File: src/common/sbr_pkg.sv
// Purpose: Shared constants for the serial baud rate generator.
// Assumes: Word-aligned AHB-Lite register map, one register per word.
// Notes:   Register bytes sit in bits 7:0; upper bits read as zero.
//
// Behaviour
// - Timer is 8-bit after reset; width select set makes it 16-bit.
// - Timer runs freely; period set by the low divisor, or by both divisor registers combined in 16-bit mode.
// - Async multiplier depends on both high-speed and width selects.
// - In synchronous mode the high-speed select has no effect.
// - Writing either divisor register clears the timer at once.
// - Async, 8-bit, high-speed off: rate is clock over 64 times (n+1).
// - Async, 16-bit, high-speed off: rate is clock over 16 times (n+1).
// - Sync, 8-bit: rate is clock over 4 times (n+1), any high-speed.
// - Low divisor holds bits 7..0, high divisor holds bits 15..8.
// - Sync at transmit bit 4, high-speed at bit 2, width at baud bit 3.
package sbr_pkg;

  localparam logic [7:0] SBR_OFF_BAUD_CTL = 8'h00;
  localparam logic [7:0] SBR_OFF_RX_CTL   = 8'h04;
  localparam logic [7:0] SBR_OFF_DIV_LO   = 8'h08;
  localparam logic [7:0] SBR_OFF_DIV_HI   = 8'h0c;
  localparam logic [7:0] SBR_OFF_TX_CTL   = 8'h10;

  // Baud control fields
  localparam int unsigned SBR_B_ABD_OVF = 7;
  localparam int unsigned SBR_B_RX_IDLE = 6;
  localparam int unsigned SBR_B_WIDE    = 3;
  localparam logic [7:0]  SBR_BAUD_WMASK = 8'h1b;
  localparam logic [7:0]  SBR_BAUD_RST   = 8'h00;

  // Transmit status and control fields
  localparam int unsigned SBR_T_SYNC  = 4;
  localparam int unsigned SBR_T_HS    = 2;
  localparam int unsigned SBR_T_EMPTY = 1;
  localparam logic [7:0]  SBR_TX_WMASK = 8'hfd;
  localparam logic [7:0]  SBR_TX_RST   = 8'h00;

  // Receive status and control fields
  localparam int unsigned SBR_R_FRAME = 2;
  localparam int unsigned SBR_R_OVRUN = 1;
  localparam logic [7:0]  SBR_RX_WMASK = 8'hf9;
  localparam logic [7:0]  SBR_RX_RST   = 8'h00;

  localparam logic [15:0] SBR_DIV_RST = 16'h0000;

  // Divide multipliers on top of the (n+1) timer period
  localparam logic [6:0] SBR_MULT_SLOW = 7'h40;
  localparam logic [6:0] SBR_MULT_MID  = 7'h10;
  localparam logic [6:0] SBR_MULT_FAST = 7'h04;
  localparam int unsigned SBR_POST_W = 6;

  // Data-phase tracking of the bus slave
  typedef enum logic [2:0] {
    SBR_DP_IDLE  = 3'b001,
    SBR_DP_WRITE = 3'b010,
    SBR_DP_READ  = 3'b100
  } sbr_phase_e;

endpackage : sbr_pkg

File: src/verilog/sbr_baud_gen.sv
// Purpose: Baud rate generator with AHB-Lite register access.
// Assumes: hclk is the oscillator clock; receiver status is synchronous.
// Notes:   Zero-wait slave, always OKAY; unmapped reads give zero.
`timescale 1ns/100ps
module sbr_baud_gen (
  input  wire logic        hclk,
  input  wire logic        hresetn,
  input  wire logic        hsel,
  input  wire logic [31:0] haddr,
  input  wire logic [1:0]  htrans,
  input  wire logic        hwrite,
  input  wire logic [2:0]  hsize,
  input  wire logic [31:0] hwdata,
  input  wire logic        hready,
  input  wire logic        rx_idle,
  input  wire logic        abd_overflow,
  input  wire logic        rx_frame_err,
  input  wire logic        rx_overrun,
  input  wire logic        tx_shift_empty,
  output logic [31:0]      hrdata,
  output logic             hreadyout,
  output logic             hresp,
  output logic             baud_tick,
  output logic             sync_mode,
  output logic             high_speed_select,
  output logic             wide_divisor_select,
  output logic [7:0]       baud_control,
  output logic [7:0]       receive_status_control,
  output logic [7:0]       transmit_status_control
);

  typedef struct packed {
    logic [7:0]                     baud_ctl;
    logic [7:0]                     rx_ctl;
    logic [7:0]                     tx_ctl;
    logic [15:0]                    divisor;
    sbr_pkg::sbr_phase_e            phase;
    logic [7:0]                     wr_addr;
    logic [sbr_pkg::SBR_POST_W-1:0] post;
    logic                           tick;
    logic [31:0]                    rdata;
    logic                           ready;
  } sbr_top_s;

  localparam sbr_top_s RST = '{
    baud_ctl: sbr_pkg::SBR_BAUD_RST,
    rx_ctl:   sbr_pkg::SBR_RX_RST,
    tx_ctl:   sbr_pkg::SBR_TX_RST,
    divisor:  sbr_pkg::SBR_DIV_RST,
    phase:    sbr_pkg::SBR_DP_IDLE,
    wr_addr:  8'h00,
    post:     '0,
    tick:     1'b0,
    rdata:    32'h0000_0000,
    ready:    1'b1
  };

  sbr_top_s   r;
  sbr_top_s   next_r;
  logic       addr_ok;
  logic       in_write;
  logic       div_wr;
  logic       cfg_wr;
  logic       wrap;
  logic [6:0] mult;
  logic [7:0] rd_byte;
  logic [7:0] wbyte;

  // Live status bits replace the stored ones on reads
  function automatic logic [7:0] read_reg(input sbr_top_s s, input logic [7:0] a,
                                          input logic idle, input logic ovf,
                                          input logic ferr, input logic oerr,
                                          input logic empty);
    logic [7:0] v;
    v = 8'h00;
    case (a)
      sbr_pkg::SBR_OFF_BAUD_CTL: begin
        v = s.baud_ctl & sbr_pkg::SBR_BAUD_WMASK;
        v[sbr_pkg::SBR_B_ABD_OVF] = ovf;
        v[sbr_pkg::SBR_B_RX_IDLE] = idle;
      end
      sbr_pkg::SBR_OFF_RX_CTL: begin
        v = s.rx_ctl & sbr_pkg::SBR_RX_WMASK;
        v[sbr_pkg::SBR_R_FRAME] = ferr;
        v[sbr_pkg::SBR_R_OVRUN] = oerr;
      end
      sbr_pkg::SBR_OFF_DIV_LO: v = s.divisor[7:0];
      sbr_pkg::SBR_OFF_DIV_HI: v = s.divisor[15:8];
      sbr_pkg::SBR_OFF_TX_CTL: begin
        v = s.tx_ctl & sbr_pkg::SBR_TX_WMASK;
        v[sbr_pkg::SBR_T_EMPTY] = empty;
      end
      default: v = 8'h00;
    endcase
    return v;
  endfunction : read_reg

  always_comb begin
    next_r = r;
    next_r.tick = 1'b0;
    next_r.ready = 1'b1;
    wbyte = hwdata[7:0];
    addr_ok = hsel && htrans[1] && hready;
    in_write = (r.phase == sbr_pkg::SBR_DP_WRITE);
    div_wr = in_write && ((r.wr_addr == sbr_pkg::SBR_OFF_DIV_LO) ||
                          (r.wr_addr == sbr_pkg::SBR_OFF_DIV_HI));
    cfg_wr = in_write && ((r.wr_addr == sbr_pkg::SBR_OFF_BAUD_CTL) ||
                          (r.wr_addr == sbr_pkg::SBR_OFF_TX_CTL));
    rd_byte = read_reg(r, haddr[7:0], rx_idle, abd_overflow, rx_frame_err,
                       rx_overrun, tx_shift_empty);

    // Write data phase: store the byte lane of the captured register
    case (r.phase)
      sbr_pkg::SBR_DP_WRITE: begin
        case (r.wr_addr)
          sbr_pkg::SBR_OFF_BAUD_CTL:
            next_r.baud_ctl = wbyte & sbr_pkg::SBR_BAUD_WMASK;
          sbr_pkg::SBR_OFF_RX_CTL:
            next_r.rx_ctl = wbyte & sbr_pkg::SBR_RX_WMASK;
          sbr_pkg::SBR_OFF_DIV_LO:
            next_r.divisor[7:0] = wbyte;
          sbr_pkg::SBR_OFF_DIV_HI:
            next_r.divisor[15:8] = wbyte;
          sbr_pkg::SBR_OFF_TX_CTL:
            next_r.tx_ctl = wbyte & sbr_pkg::SBR_TX_WMASK;
          default: next_r.divisor = r.divisor;
        endcase
      end
      sbr_pkg::SBR_DP_READ: next_r.rdata = r.rdata;
      sbr_pkg::SBR_DP_IDLE: next_r.rdata = r.rdata;
      default: next_r.phase = sbr_pkg::SBR_DP_IDLE;
    endcase

    // Address phase; read data is prepared here so it stands in the data phase
    if (addr_ok && hwrite) begin
      next_r.phase = sbr_pkg::SBR_DP_WRITE;
      next_r.wr_addr = haddr[7:0];
    end else if (addr_ok) begin
      next_r.phase = sbr_pkg::SBR_DP_READ;
      next_r.rdata = {24'h000000, rd_byte};
    end else begin
      next_r.phase = sbr_pkg::SBR_DP_IDLE;
    end

    // Multiplier from the current mode bits
    if (r.tx_ctl[sbr_pkg::SBR_T_SYNC]) begin
      mult = sbr_pkg::SBR_MULT_FAST;
    end else if (r.baud_ctl[sbr_pkg::SBR_B_WIDE]) begin
      mult = r.tx_ctl[sbr_pkg::SBR_T_HS] ? sbr_pkg::SBR_MULT_FAST
                                         : sbr_pkg::SBR_MULT_MID;
    end else begin
      mult = r.tx_ctl[sbr_pkg::SBR_T_HS] ? sbr_pkg::SBR_MULT_MID
                                         : sbr_pkg::SBR_MULT_SLOW;
    end

    // Postscaler over timer wraps; a mode change that shrinks the
    // multiplier below the running count ends the period at the next timer wrap
    if (div_wr) begin
      next_r.post = '0;
    end else if (wrap) begin
      if ({1'b0, r.post} >= (mult - 7'h01)) begin
        next_r.post = '0;
        next_r.tick = 1'b1;
      end else begin
        next_r.post = r.post + 1'b1;
      end
    end
  end

  always_ff @(posedge hclk or negedge hresetn) begin
    if (!hresetn) begin
      r <= RST;
    end else begin
      r <= next_r;
    end
  end

  sbr_baud_timer #(
    .DIV_W (16)
  ) u_baud_timer (
    .hclk    (hclk),
    .hresetn (hresetn),
    .divisor (r.divisor),
    .wide    (r.baud_ctl[sbr_pkg::SBR_B_WIDE]),
    .clear   (div_wr),
    .wrap    (wrap)
  );

  assign hrdata                  = r.rdata;
  assign hreadyout               = r.ready;
  assign hresp                   = 1'b0;
  assign baud_tick               = r.tick;
  assign sync_mode               = r.tx_ctl[sbr_pkg::SBR_T_SYNC];
  assign high_speed_select       = r.tx_ctl[sbr_pkg::SBR_T_HS];
  assign wide_divisor_select     = r.baud_ctl[sbr_pkg::SBR_B_WIDE];
  assign baud_control            = r.baud_ctl;
  assign receive_status_control  = r.rx_ctl;
  assign transmit_status_control = r.tx_ctl;

  // Checker helpers: gap since the last tick, steady-state flag
  logic [22:0] gap;
  logic        clean;
  logic        width_written;
  logic [22:0] eff_n1;

  assign eff_n1 = wide_divisor_select ? (23'(r.divisor) + 23'h1)
                                      : (23'(r.divisor[7:0]) + 23'h1);

  always_ff @(posedge hclk or negedge hresetn) begin
    if (!hresetn) begin
      gap <= 23'h0;
      clean <= 1'b0;
      width_written <= 1'b0;
    end else begin
      gap <= baud_tick ? 23'h0 : ((gap == 23'h7fffff) ? gap : gap + 23'h1);
      clean <= (div_wr || cfg_wr) ? 1'b0 : (baud_tick ? 1'b1 : clean);
      if (in_write && (r.wr_addr == sbr_pkg::SBR_OFF_BAUD_CTL)) begin
        width_written <= 1'b1;
      end
    end
  end
endmodule : sbr_baud_gen

File: src/verilog/sbr_baud_timer.sv
// Purpose: Free-running divisor counter of the baud generator.
// Assumes: Divisor and controls come from logic on the same clock.
// Notes:   Wrap pulse is registered, one cycle per divisor-plus-one counts.
`timescale 1ns/100ps
module sbr_baud_timer #(
  parameter int unsigned DIV_W = 16
) (
  input  wire logic             hclk,
  input  wire logic             hresetn,
  input  wire logic [DIV_W-1:0] divisor,
  input  wire logic             wide,
  input  wire logic             clear,
  output logic                  wrap
);

  typedef struct packed {
    logic [DIV_W-1:0] cnt;
    logic             wrap;
  } sbr_tmr_s;

  sbr_tmr_s         r;
  sbr_tmr_s         next_r;
  logic [DIV_W-1:0] limit;

  always_comb begin
    limit = divisor;
    if (!wide) begin
      limit[DIV_W-1:8] = '0;
    end
    next_r = r;
    next_r.wrap = 1'b0;
    if (clear) begin
      next_r.cnt = '0;
    end else if (r.cnt >= limit) begin
      // Greater-or-equal also recovers when the width shrinks mid-count
      next_r.cnt = '0;
      next_r.wrap = 1'b1;
    end else begin
      next_r.cnt = r.cnt + 1'b1;
    end
  end

  always_ff @(posedge hclk or negedge hresetn) begin
    if (!hresetn) begin
      r <= '0;
    end else begin
      r <= next_r;
    end
  end

  assign wrap = r.wrap;
endmodule : sbr_baud_timer

File: config.mk
export PLATFORM = sky130hd
export DESIGN_NAME = sbr_baud_gen
export DESIGN_NICKNAME = d
export VERILOG_FILES = /design/src/common/sbr_pkg.sv /design/src/verilog/sbr_baud_gen.sv /design/src/verilog/sbr_baud_timer.sv
export SDC_FILE = /design/constraint.sdc
export NUM_CORES = 1
export LEC_CHECK = 0
export BUFFER_PORTS_ARGS = -buffer_cell sky130_fd_sc_hd__buf_2
export CAP_MARGIN = 20
export CORE_MARGIN = 2
export CORE_UTILIZATION = 47
export CTS_BUF_LIST = sky130_fd_sc_hd__clkbuf_16
export DETAILED_ROUTE_END_ITERATION = 10
export HOLD_SLACK_MARGIN = 0.1
export PLACE_DENSITY = 0.74
export SLEW_MARGIN = 30
export SYNTH_ARGS = -nofsm -noshare
export SYNTH_HDL_FRONTEND = slang
export SYNTH_SLANG_ARGS = --single-unit
File: constraint.sdc
create_clock -name hclk -period 2 [get_ports hclk]
set_input_delay 0.2 -clock hclk [delete_from_list [all_inputs] [get_ports hclk]]
set_output_delay 0.2 -clock hclk [all_outputs]
set_load 0.1 [all_outputs]
After elaboration in Yosys (flattened, before gate mapping)
Index checks and enable logic that the tools add are counted.
{"block": "totals", "ff_bits": 76, "inputBits": 79, "wordCells": 58}
{"block": "op_classes", "addsub": 3, "magnitude_cmp": 2, "eq_ne": 9, "mux": 17, "n_bitwise": 1, "n_reduce_logical": 14}
{"op": "$pmux W8 S5", "count": 1}
{"op": "$eq A8 B4 Y1 const B", "count": 4}
{"op": "$mux W16", "count": 2}
{"op": "$mux W7", "count": 4}
{"op": "$add A16 B1 Y16 const B", "count": 1}
{"op": "$eq A8 B3 Y1 const B", "count": 2}
{"op": "$eq A8 B5 Y1 const B", "count": 2}
{"op": "$ge A16 B16 Y1", "count": 1}
{"op": "$logic_not A8 Y1", "count": 2}
{"op": "$mux W6", "count": 2}
{"op": "$reduce_and A2 Y1", "count": 6}
{"op": "$mux W8", "count": 1}
{"op": "$ge A6 B7 Y1", "count": 1}
{"op": "$sub A7 B1 Y7 const B", "count": 1}
{"op": "$add A6 B1 Y6 const B", "count": 1}
{"op": "$mux W3", "count": 2}
{"op": "$mux W5", "count": 1}
{"op": "$logic_and A1 B1 Y1", "count": 4}
{"op": "$mux W1", "count": 4}
{"op": "$eq A3 B2 Y1 const B", "count": 1}
{"op": "$reduce_bool A2 Y1", "count": 1}
{"op": "$logic_or A1 B1 Y1", "count": 1}
{"op": "$not A1 Y1", "count": 1}

Logic depth before layout (Yosys ltp)
Gate-level depths: netlist of run 1.
{"block": "logic_depth", "depth_word": 8, "depth_mapped": 12, "ltp_nobuf": 11}

Cells and area by module
A second synthesis of run 1 with hierarchy kept.
{"block": "unflattened", "hier_cells": 436, "hier_area_um2": 4611.9}
{"module": "sbr_baud_gen", "instances": 1, "cells_each": 304, "area_per_inst_um2": 3357.0, "seq_area_each_um2": 1477.7}
{"module": "sbr_baud_timer", "instances": 1, "cells_each": 132, "area_per_inst_um2": 1255.0, "seq_area_each_um2": 425.4}

Least setup slack after synthesis of run 1
No wires, ideal clock.
{"block": "synth_path", "kind": "register to register", "from": "register r, in the netlist baud_control[3]", "to": "register r[34] in the netlist's numbering", "setup_ns": 0.072, "t_arrival_ns": 2.813, "required_time_ns": 1.928, "setup_slack_ns": -0.885, "stages_incl_launch_ff": 13, "path_buffers": 1, "cell_sequence": "dfrtp_1 > clkbuf_1 > inv_1 > ha_1 > nand2b_1 > ha_1 > inv_1 > ha_1 > a21oi_1 > nand2_1 > o211ai_1 > nand2_1 > nor2_1"}
{"block": "synth_via", "elab_chain_len": 7}
{"item": "from (decl)", "line": "sbr_baud_gen.sv:58", "source": "sbr_top_s r;"}
{"item": "from (signal assigned)", "line": "sbr_baud_gen.sv:174", "source": "r <= next_r;"}
{"item": "$mux W7", "line": "sbr_baud_gen.sv:148", "source": "end else if (r.baud_ctl[sbr_pkg::SBR_B_WIDE]) begin"}
{"item": "$mux W7", "line": "sbr_baud_gen.sv:146", "source": "if (r.tx_ctl[sbr_pkg::SBR_T_SYNC]) begin"}
{"item": "$sub A7 B1 Y7", "line": "sbr_baud_gen.sv:161", "source": "if ({1'b0, r.post} >= (mult - 7'h01)) begin"}
{"item": "$ge A6 B7 Y1", "line": "sbr_baud_gen.sv:161"}
{"item": "$mux W6", "line": "sbr_baud_gen.sv:161"}
{"item": "$mux W7", "line": "sbr_baud_gen.sv:160", "source": "end else if (wrap) begin"}
{"item": "$mux W6", "line": "sbr_baud_gen.sv:158", "source": "if (div_wr) begin"}
No other way between the ends. The select of a mux whose other input is x is not followed.
A chain may end at the register's enable or synchronous reset.

==> impl_metrics.yaml, run 1 <==
clock_network:
  cts-root-buf: "clkbuf_16"
  worstSkewPairLatency_ps: 340
  numCtsBuffers: 9
  htreeDepth: 3
  cts_tree: "done"
  path_clk_slew_ps: 60
  clock-sinks: 76
  cts_max_path_buffers: 2
grt:
  antenna_found_initial: 0
  grt_pass1_wl_mm: 15.6
  track_usage_pct: 19.6
  grt_pass1_vias: 3263
  met2_usage_pct: 34.5
  busiest_layer: "met2"
  grt_max_degree: 45
  met1_usage_pct: 23.5
  use_met3_pct: 4.44
  grt_remaining_overflow: 0
critical_path:
  cp_slowest_cell: "dfrtp_4"
  reg2reg_slack_ps: -160
  reg2reg_depth: 11
  regToRegEndpoint: "u_baud_timer.r[6]"
  critical_path_peak_fanout: 9
  crit_path_end_kind: "flip-flop"
  r2r-start: "baud_control[3]"
  path_class: "reg2reg"
  cp.arrival_ps: 2430
  crit_chain: "buf_4 -> buf_8 -> nand2_1 -> ha_1 -> a21oi_1 -> o21ai_0 -> nand2b_1 -> nand4_1 -> buf_6 -> clkbuf_16 -> nor2_1"
  crit_required_ps: 2270
  startpoint_type: "flip-flop"
  slowest_delay_ps: 510
power:
  vdd_drop_max_mv: 0.331
  seqPwrFrac_pct: 41.1
  intPower_mw: 2.93
  leakage_nw: 2.62
  powerDensity_mw_per_mm2: 831
  switching_share_pct: 34.3
  pwr-share-comb_pct: 22.8
  pwr-share-clk_pct: 36.1
  power_switching_mw: 1.53
layout:
  area_growth_pct: 21.2
  drive_above_1_share_pct: 35.8
  nets: 605
  finalNonFillerCells: 617
  n_antenna_cell: 0
die:
  die-area_mm2: 0.0102
  fp.dieH_um: 101
  dieWidth_um: 101
  core_area_mm2: 0.00920
  ios: 141
  row_count: 35
  start_util_pct: 48.1
routing:
  vias: 3218
  drc_errors: 0
  drt-total-wl_mm: 9.68
  postRouteAntennaNets: 0
  routedWlPerCell_um: 15.7
  drtIter0Drc: 140
  first_pass_iters: 4
  via_per_inst: 5.22
hold_path:
  min_from: "hwdata[7]"
  whs_path_depth: 3
  holdPathEnd: "r[58]"
  hold_class: "in2reg"
logic_synthesis:
  yosysTopAreaCell: "dfrtp_1"
  syn_avg_cell_area_um2: 10.2
  synth_cell_types: 44
  yosys_warnings: 0
  syn_inst: 436
  synth_top_area_share_pct: 42.4
  synthArstFlopShare_pct: 100
  synth-edff-count: 0
  yosysMostFrequentCell: "dfrtp_1"
  synth_commonest_cells: "75 x dfrtp_1, 58 x buf_4, 58 x nand2_1, 34 x nor2_1, 29 x o21ai_0"
  synth_ff_type: "dfrtp_1"
  ys_seq_elements: 76
  ys_seq_area_share_pct: 43.0
  syn_area_mm2: 0.00443
  synth_area_leaders: "dfrtp_1 42%, buf_4 9.8%, ha_1 7.1%"
timing:
  max_clock_freq_mhz: 463
  report.final.hold_viol_count: 0
  fin_worst_skew_ps: 6.45
  slew_violations: 0
  period_share_pct: 108
  relSlewSlack_pct: 62.0
  rsz0062_at_grt: "true"
  timing.final.ws_setup_ps: -160
  timing.final.crit_period_ps: 2160
  setup_viol: 23
  tightest_slew_ps: 565
status:
  outcome: "finished with violations"
  violations: "negative setup slack"
placement:
  dp_cells: 582
  hpwl_mm: 6.76
  gp_congestion: 0.798
  portBuffers: 55
  pre_cts_slack_ps: -268
job:
  maxCapViolations: 0
-- worst max-delay path: cells and delay by family, from the launching register on --
| kind | cells | cell delay, ps |
|---|---|---|
| flops | 1 | 510 |
| buf+inv | 4 | 600 |
| fa+ha+maj | 1 | 260 |
| simple gates | 4 | 460 |
| compound gates | 2 | 260 |
-- power by group through the flow --
| stage | clock network [mW] | logic, mW | registers, mW |
|---|---|---|---|
| 2_1_floorplan | 0 | 0.818 | 1.85 |
| 3_3_place_gp | 0 | 0.930 | 1.85 |
| 3_5_place_dp | 0 | 0.953 | 1.85 |
| 4_1_cts | 1.63 | 0.983 | 1.83 |
| 5_1_grt | 1.69 | 1.11 | 1.85 |
| 6_report | 1.61 | 1.02 | 1.83 |
-- area by class of cell --
type / instances / area [um^2]
Tap cell: 111 / 139
Fill cell: 732 / 3830
Sequential cell: 76 / 1910
Inverter: 18 / 70.1
Clock inverter: 7 / 68.8
Clock buffer: 9 / 225
Timing Repair Buffer: 91 / 629
Multi-Input combinational cell: 305 / 2320
-- kinds of logic (layout without fill, tap and decap cells) --
kind of cell / after synthesis / after routing / synth area share [%]
and+or+nand+nor: 137 / 137 / 15.9
buffers and inverters: 86 / 125 / 12.3
DFF: 76 / 76 / 43.0
AOI/OAI and AO/OA: 54 / 54 / 7.13
muxes: 37 / 37 / 10.7
adders and majority gates: 25 / 25 / 7.07
xor gates and xnor gates: 19 / 19 / 3.76
other: 2 / 33 / 0.170
-- state kept, by name, summed over array words and instances, names as in the netlist --
| signal | count |
|---|---|
| baud_control | 4 |
| baud_tick | 1 |
| hrdata | 8 |
| r | 33 |
| receive_status_control | 6 |
| transmit_status_control | 7 |
| u_baud_timer.r | 16 |
| u_baud_timer.wrap | 1 |
-- worst max path at each step --
stage,slack (ps),to,from
after floorplan,-320,r[34],transmit_status_control[2]
after global placement,-220,r[37],baud_control[3]
after detailed placement,-270,r[35],baud_control[3]
after CTS,-150,r[35],baud_control[3]
after global routing,-270,r[36],baud_control[3]
final,-160,u_baud_timer.r[6],baud_control[3]
-- metrics by stage --
stage | util [%] | instance area, um^2 | total power, mW | TNS (ps) | hold slack [ps]
global placement | 51.8 | 4760 | 2.78 | -1480 | 229
detailed placement | 51.8 | 4760 | 2.81 | -1770 | 235
CTS | 56.6 | 5210 | 4.44 | -968 | 116
floorplan | - | 4700 | 2.67 | -3170 | -95.6
global route | 58.3 | 5370 | 4.65 | -5790 | 141
finish | 58.3 | 5370 | 4.46 | -3070 | 121
-- what timing repair did --
action,CTS,global route
resized for setup,13,22
hold buffers,8,0
endpoints found under the hold margin,47,0
pin swaps,8,9
gates cloned,0,1
endpoints found under the setup margin,8,28
buffers inserted,3,7
-- metal layers --
layer  up-vias  part of all wire (%)
li1       1538                     -
met1      1565                    43
met2        96                    51
met3        19                   4.1
met4         0                   2.3
met5         -                     0
-- cells in the final DEF, fill, tap and decap left out, types with 11 or more instances in the layout --
cell type / n
buf_2: 54
buf_4: 22
conb_1: 33
dfrtp_1: 72
ha_1: 16
inv_1: 14
mux2_2: 19
nand2_1: 52
nor2_1: 20
nor2_2: 13
o21ai_0: 27
xor2_1: 11
Note: power is estimated with default switching activity, not from simulation.
==> inputs of run 2 (changes only) <==
Settings changed: CORE_UTILIZATION 47 to 50, CTS_CLUSTER_DIAMETER set to 30, PLACE_DENSITY 0.74 to 0.75, SKIP_LAST_GASP set to 1.
Clock period 2 ns to 2.7 ns, I/O delays scaled along.
==> impl_metrics.yaml, run 2 (synthesized netlist as in run 1, its figures left out) <==
grt:
  grt_max_degree: 48
  antenna_found_initial: 0
  grt_remaining_overflow: 0
  track_usage_pct: 19.6
  grt_pass1_vias: 3094
  grt_pass1_wl_mm: 15.0
critical_path:
  startpoint_type: "flip-flop"
  critical_path_peak_fanout: 6
  crit_required_ps: 2950
  reg2reg_slack_ps: 270
  crit_path_end_kind: "flip-flop"
  r2r-start: "transmit_status_control[2]"
  reg2reg_depth: 11
  path_class: "reg2reg"
  regToRegEndpoint: "r[39]"
  cp.arrival_ps: 2680
timing:
  period_share_pct: 90.1
  tightest_slew_ps: 714
  setup_viol: 0
  rsz0062_at_grt: "false"
  report.final.hold_viol_count: 0
  setup-tns-final_ps: 0
  relSlewSlack_pct: 52.4
  max_clock_freq_mhz: 411
  timing.final.crit_period_ps: 2430
  fin_worst_skew_ps: 10.3
  slew_violations: 0
routing:
  drt-total-wl_mm: 8.99
  via_per_inst: 5.30
  first_pass_iters: 4
  postRouteAntennaNets: 0
  routedWlPerCell_um: 15.5
  drtIter0Drc: 142
  vias: 3082
  drc_errors: 0
hold_path:
  min_from: "htrans[1]"
  holdPathEnd: "r[48]"
  whs_path_depth: 2
  hold_class: "in2reg"
placement:
  gp_congestion: 0.825
  portBuffers: 55
  hpwl_mm: 6.68
power:
  leakage_nw: 2.48
  p_total_mw: 3.30
  powerDensity_mw_per_mm2: 683
  vdd_drop_max_mv: 0.354
layout:
  drive_above_1_share_pct: 24.1
  layout_common_cells: "74 x dfrtp_1, 58 x nand2_1, 55 x buf_2"
  ff_latch_area_mm2: 0.00190
  utilization_pct: 56.0
  multi_input_area_mm2: 0.00209
  nFillCells: 720
  area_growth_pct: 9.27
  largest_register_ffs: 33
  regMostFlops: "r"
  final_common_cell: "dfrtp_1"
  n_antenna_cell: 0
  nets: 573
clock_network:
  clock-sinks: 76
  htreeDepth: 3
  cts_tree: "done"
  numCtsBuffers: 9
  cts_resized: 0
  cts_max_path_buffers: 2
  worstSkewPairLatency_ps: 340
  cts-root-buf: "clkbuf_16"
  path_clk_slew_ps: 60
die:
  dieWidth_um: 98.1
  ios: 141
  fp.dieH_um: 98.1
  start_util_pct: 51.2
  die-area_mm2: 0.00962
  row_count: 34
  core_area_mm2: 0.00864
job:
  maxCapViolations: 0
status:
  outcome: "finished, final reports clean"
run 2: metrics by stage:
| step | cell area [um^2] | instances | setup WS, ps | hold WS, ps |
|---|---|---|---|---|
| after floorplan | 4540 | 467 | 11.8 | -25.6 |
| after global placement | 4510 | 565 | 336 | 347 |
| after detailed placement | 4510 | 565 | 285 | 356 |
| after CTS | 4840 | 581 | 256 | 113 |
| after global routing | 4840 | 581 | 71.1 | 136 |
| final | 4840 | 581 | 267 | 114 |
run 2: cell type report:
class / count / share of cell area [%]
flip-flops and latches: 76 / 39.4
multi-input cells: 305 / 43.3
well taps: 108 / 2.79
clock inverters: 6 / 1.86
repair buffers: 59 / 6.62
clock buffers: 9 / 4.66
inverters: 18 / 1.40
run 2: power breakdown:
group	internal (mW)	switching, mW
clock network	0.805	0.471
registers	1.23	0.134
logic	0.173	0.488
run 2: per-layer routing:
| metal | track usage, % | up-vias | wire [um] |
|---|---|---|---|
| met5 | 0 | - | 0 |
| met4 | 6.62 | 0 | 182 |
| met3 | 5.08 | 18 | 470 |
| met2 | 32.8 | 89 | 4420 |
| met1 | 24.8 | 1509 | 3920 |
| li1 | - | 1466 | - |
run 2: timing repair:
| action | in CTS | in global routing |
|---|---|---|
| endpoints found under the hold margin | 29 | 0 |
| buffers inserted | 0 | 0 |
| hold buffers | 1 | 0 |
run 2: worst max-delay path by stage:
| stage | from | endpoint | depth (start not counted) |
|---|---|---|---|
| after global placement | transmit_status_control[2] | r[35] | 11 |
| after floorplan | transmit_status_control[2] | r[34] | 11 |
| after global routing | transmit_status_control[2] | r[39] | 11 |
| after CTS | transmit_status_control[2] | r[39] | 11 |
| after detailed placement | transmit_status_control[2] | r[39] | 11 |
| final | transmit_status_control[2] | r[39] | 11 |
run 2: critical path: stages (launching register included):
cell	delay, ps
dfrtp_1	480
ha_1	230
or2_2	300
inv_1	70
ha_1	170
inv_1	50
ha_1	300
a21oi_1	150
nand2_1	80
o21ai_0	230
a21boi_0	120
o2bb2ai_1	170
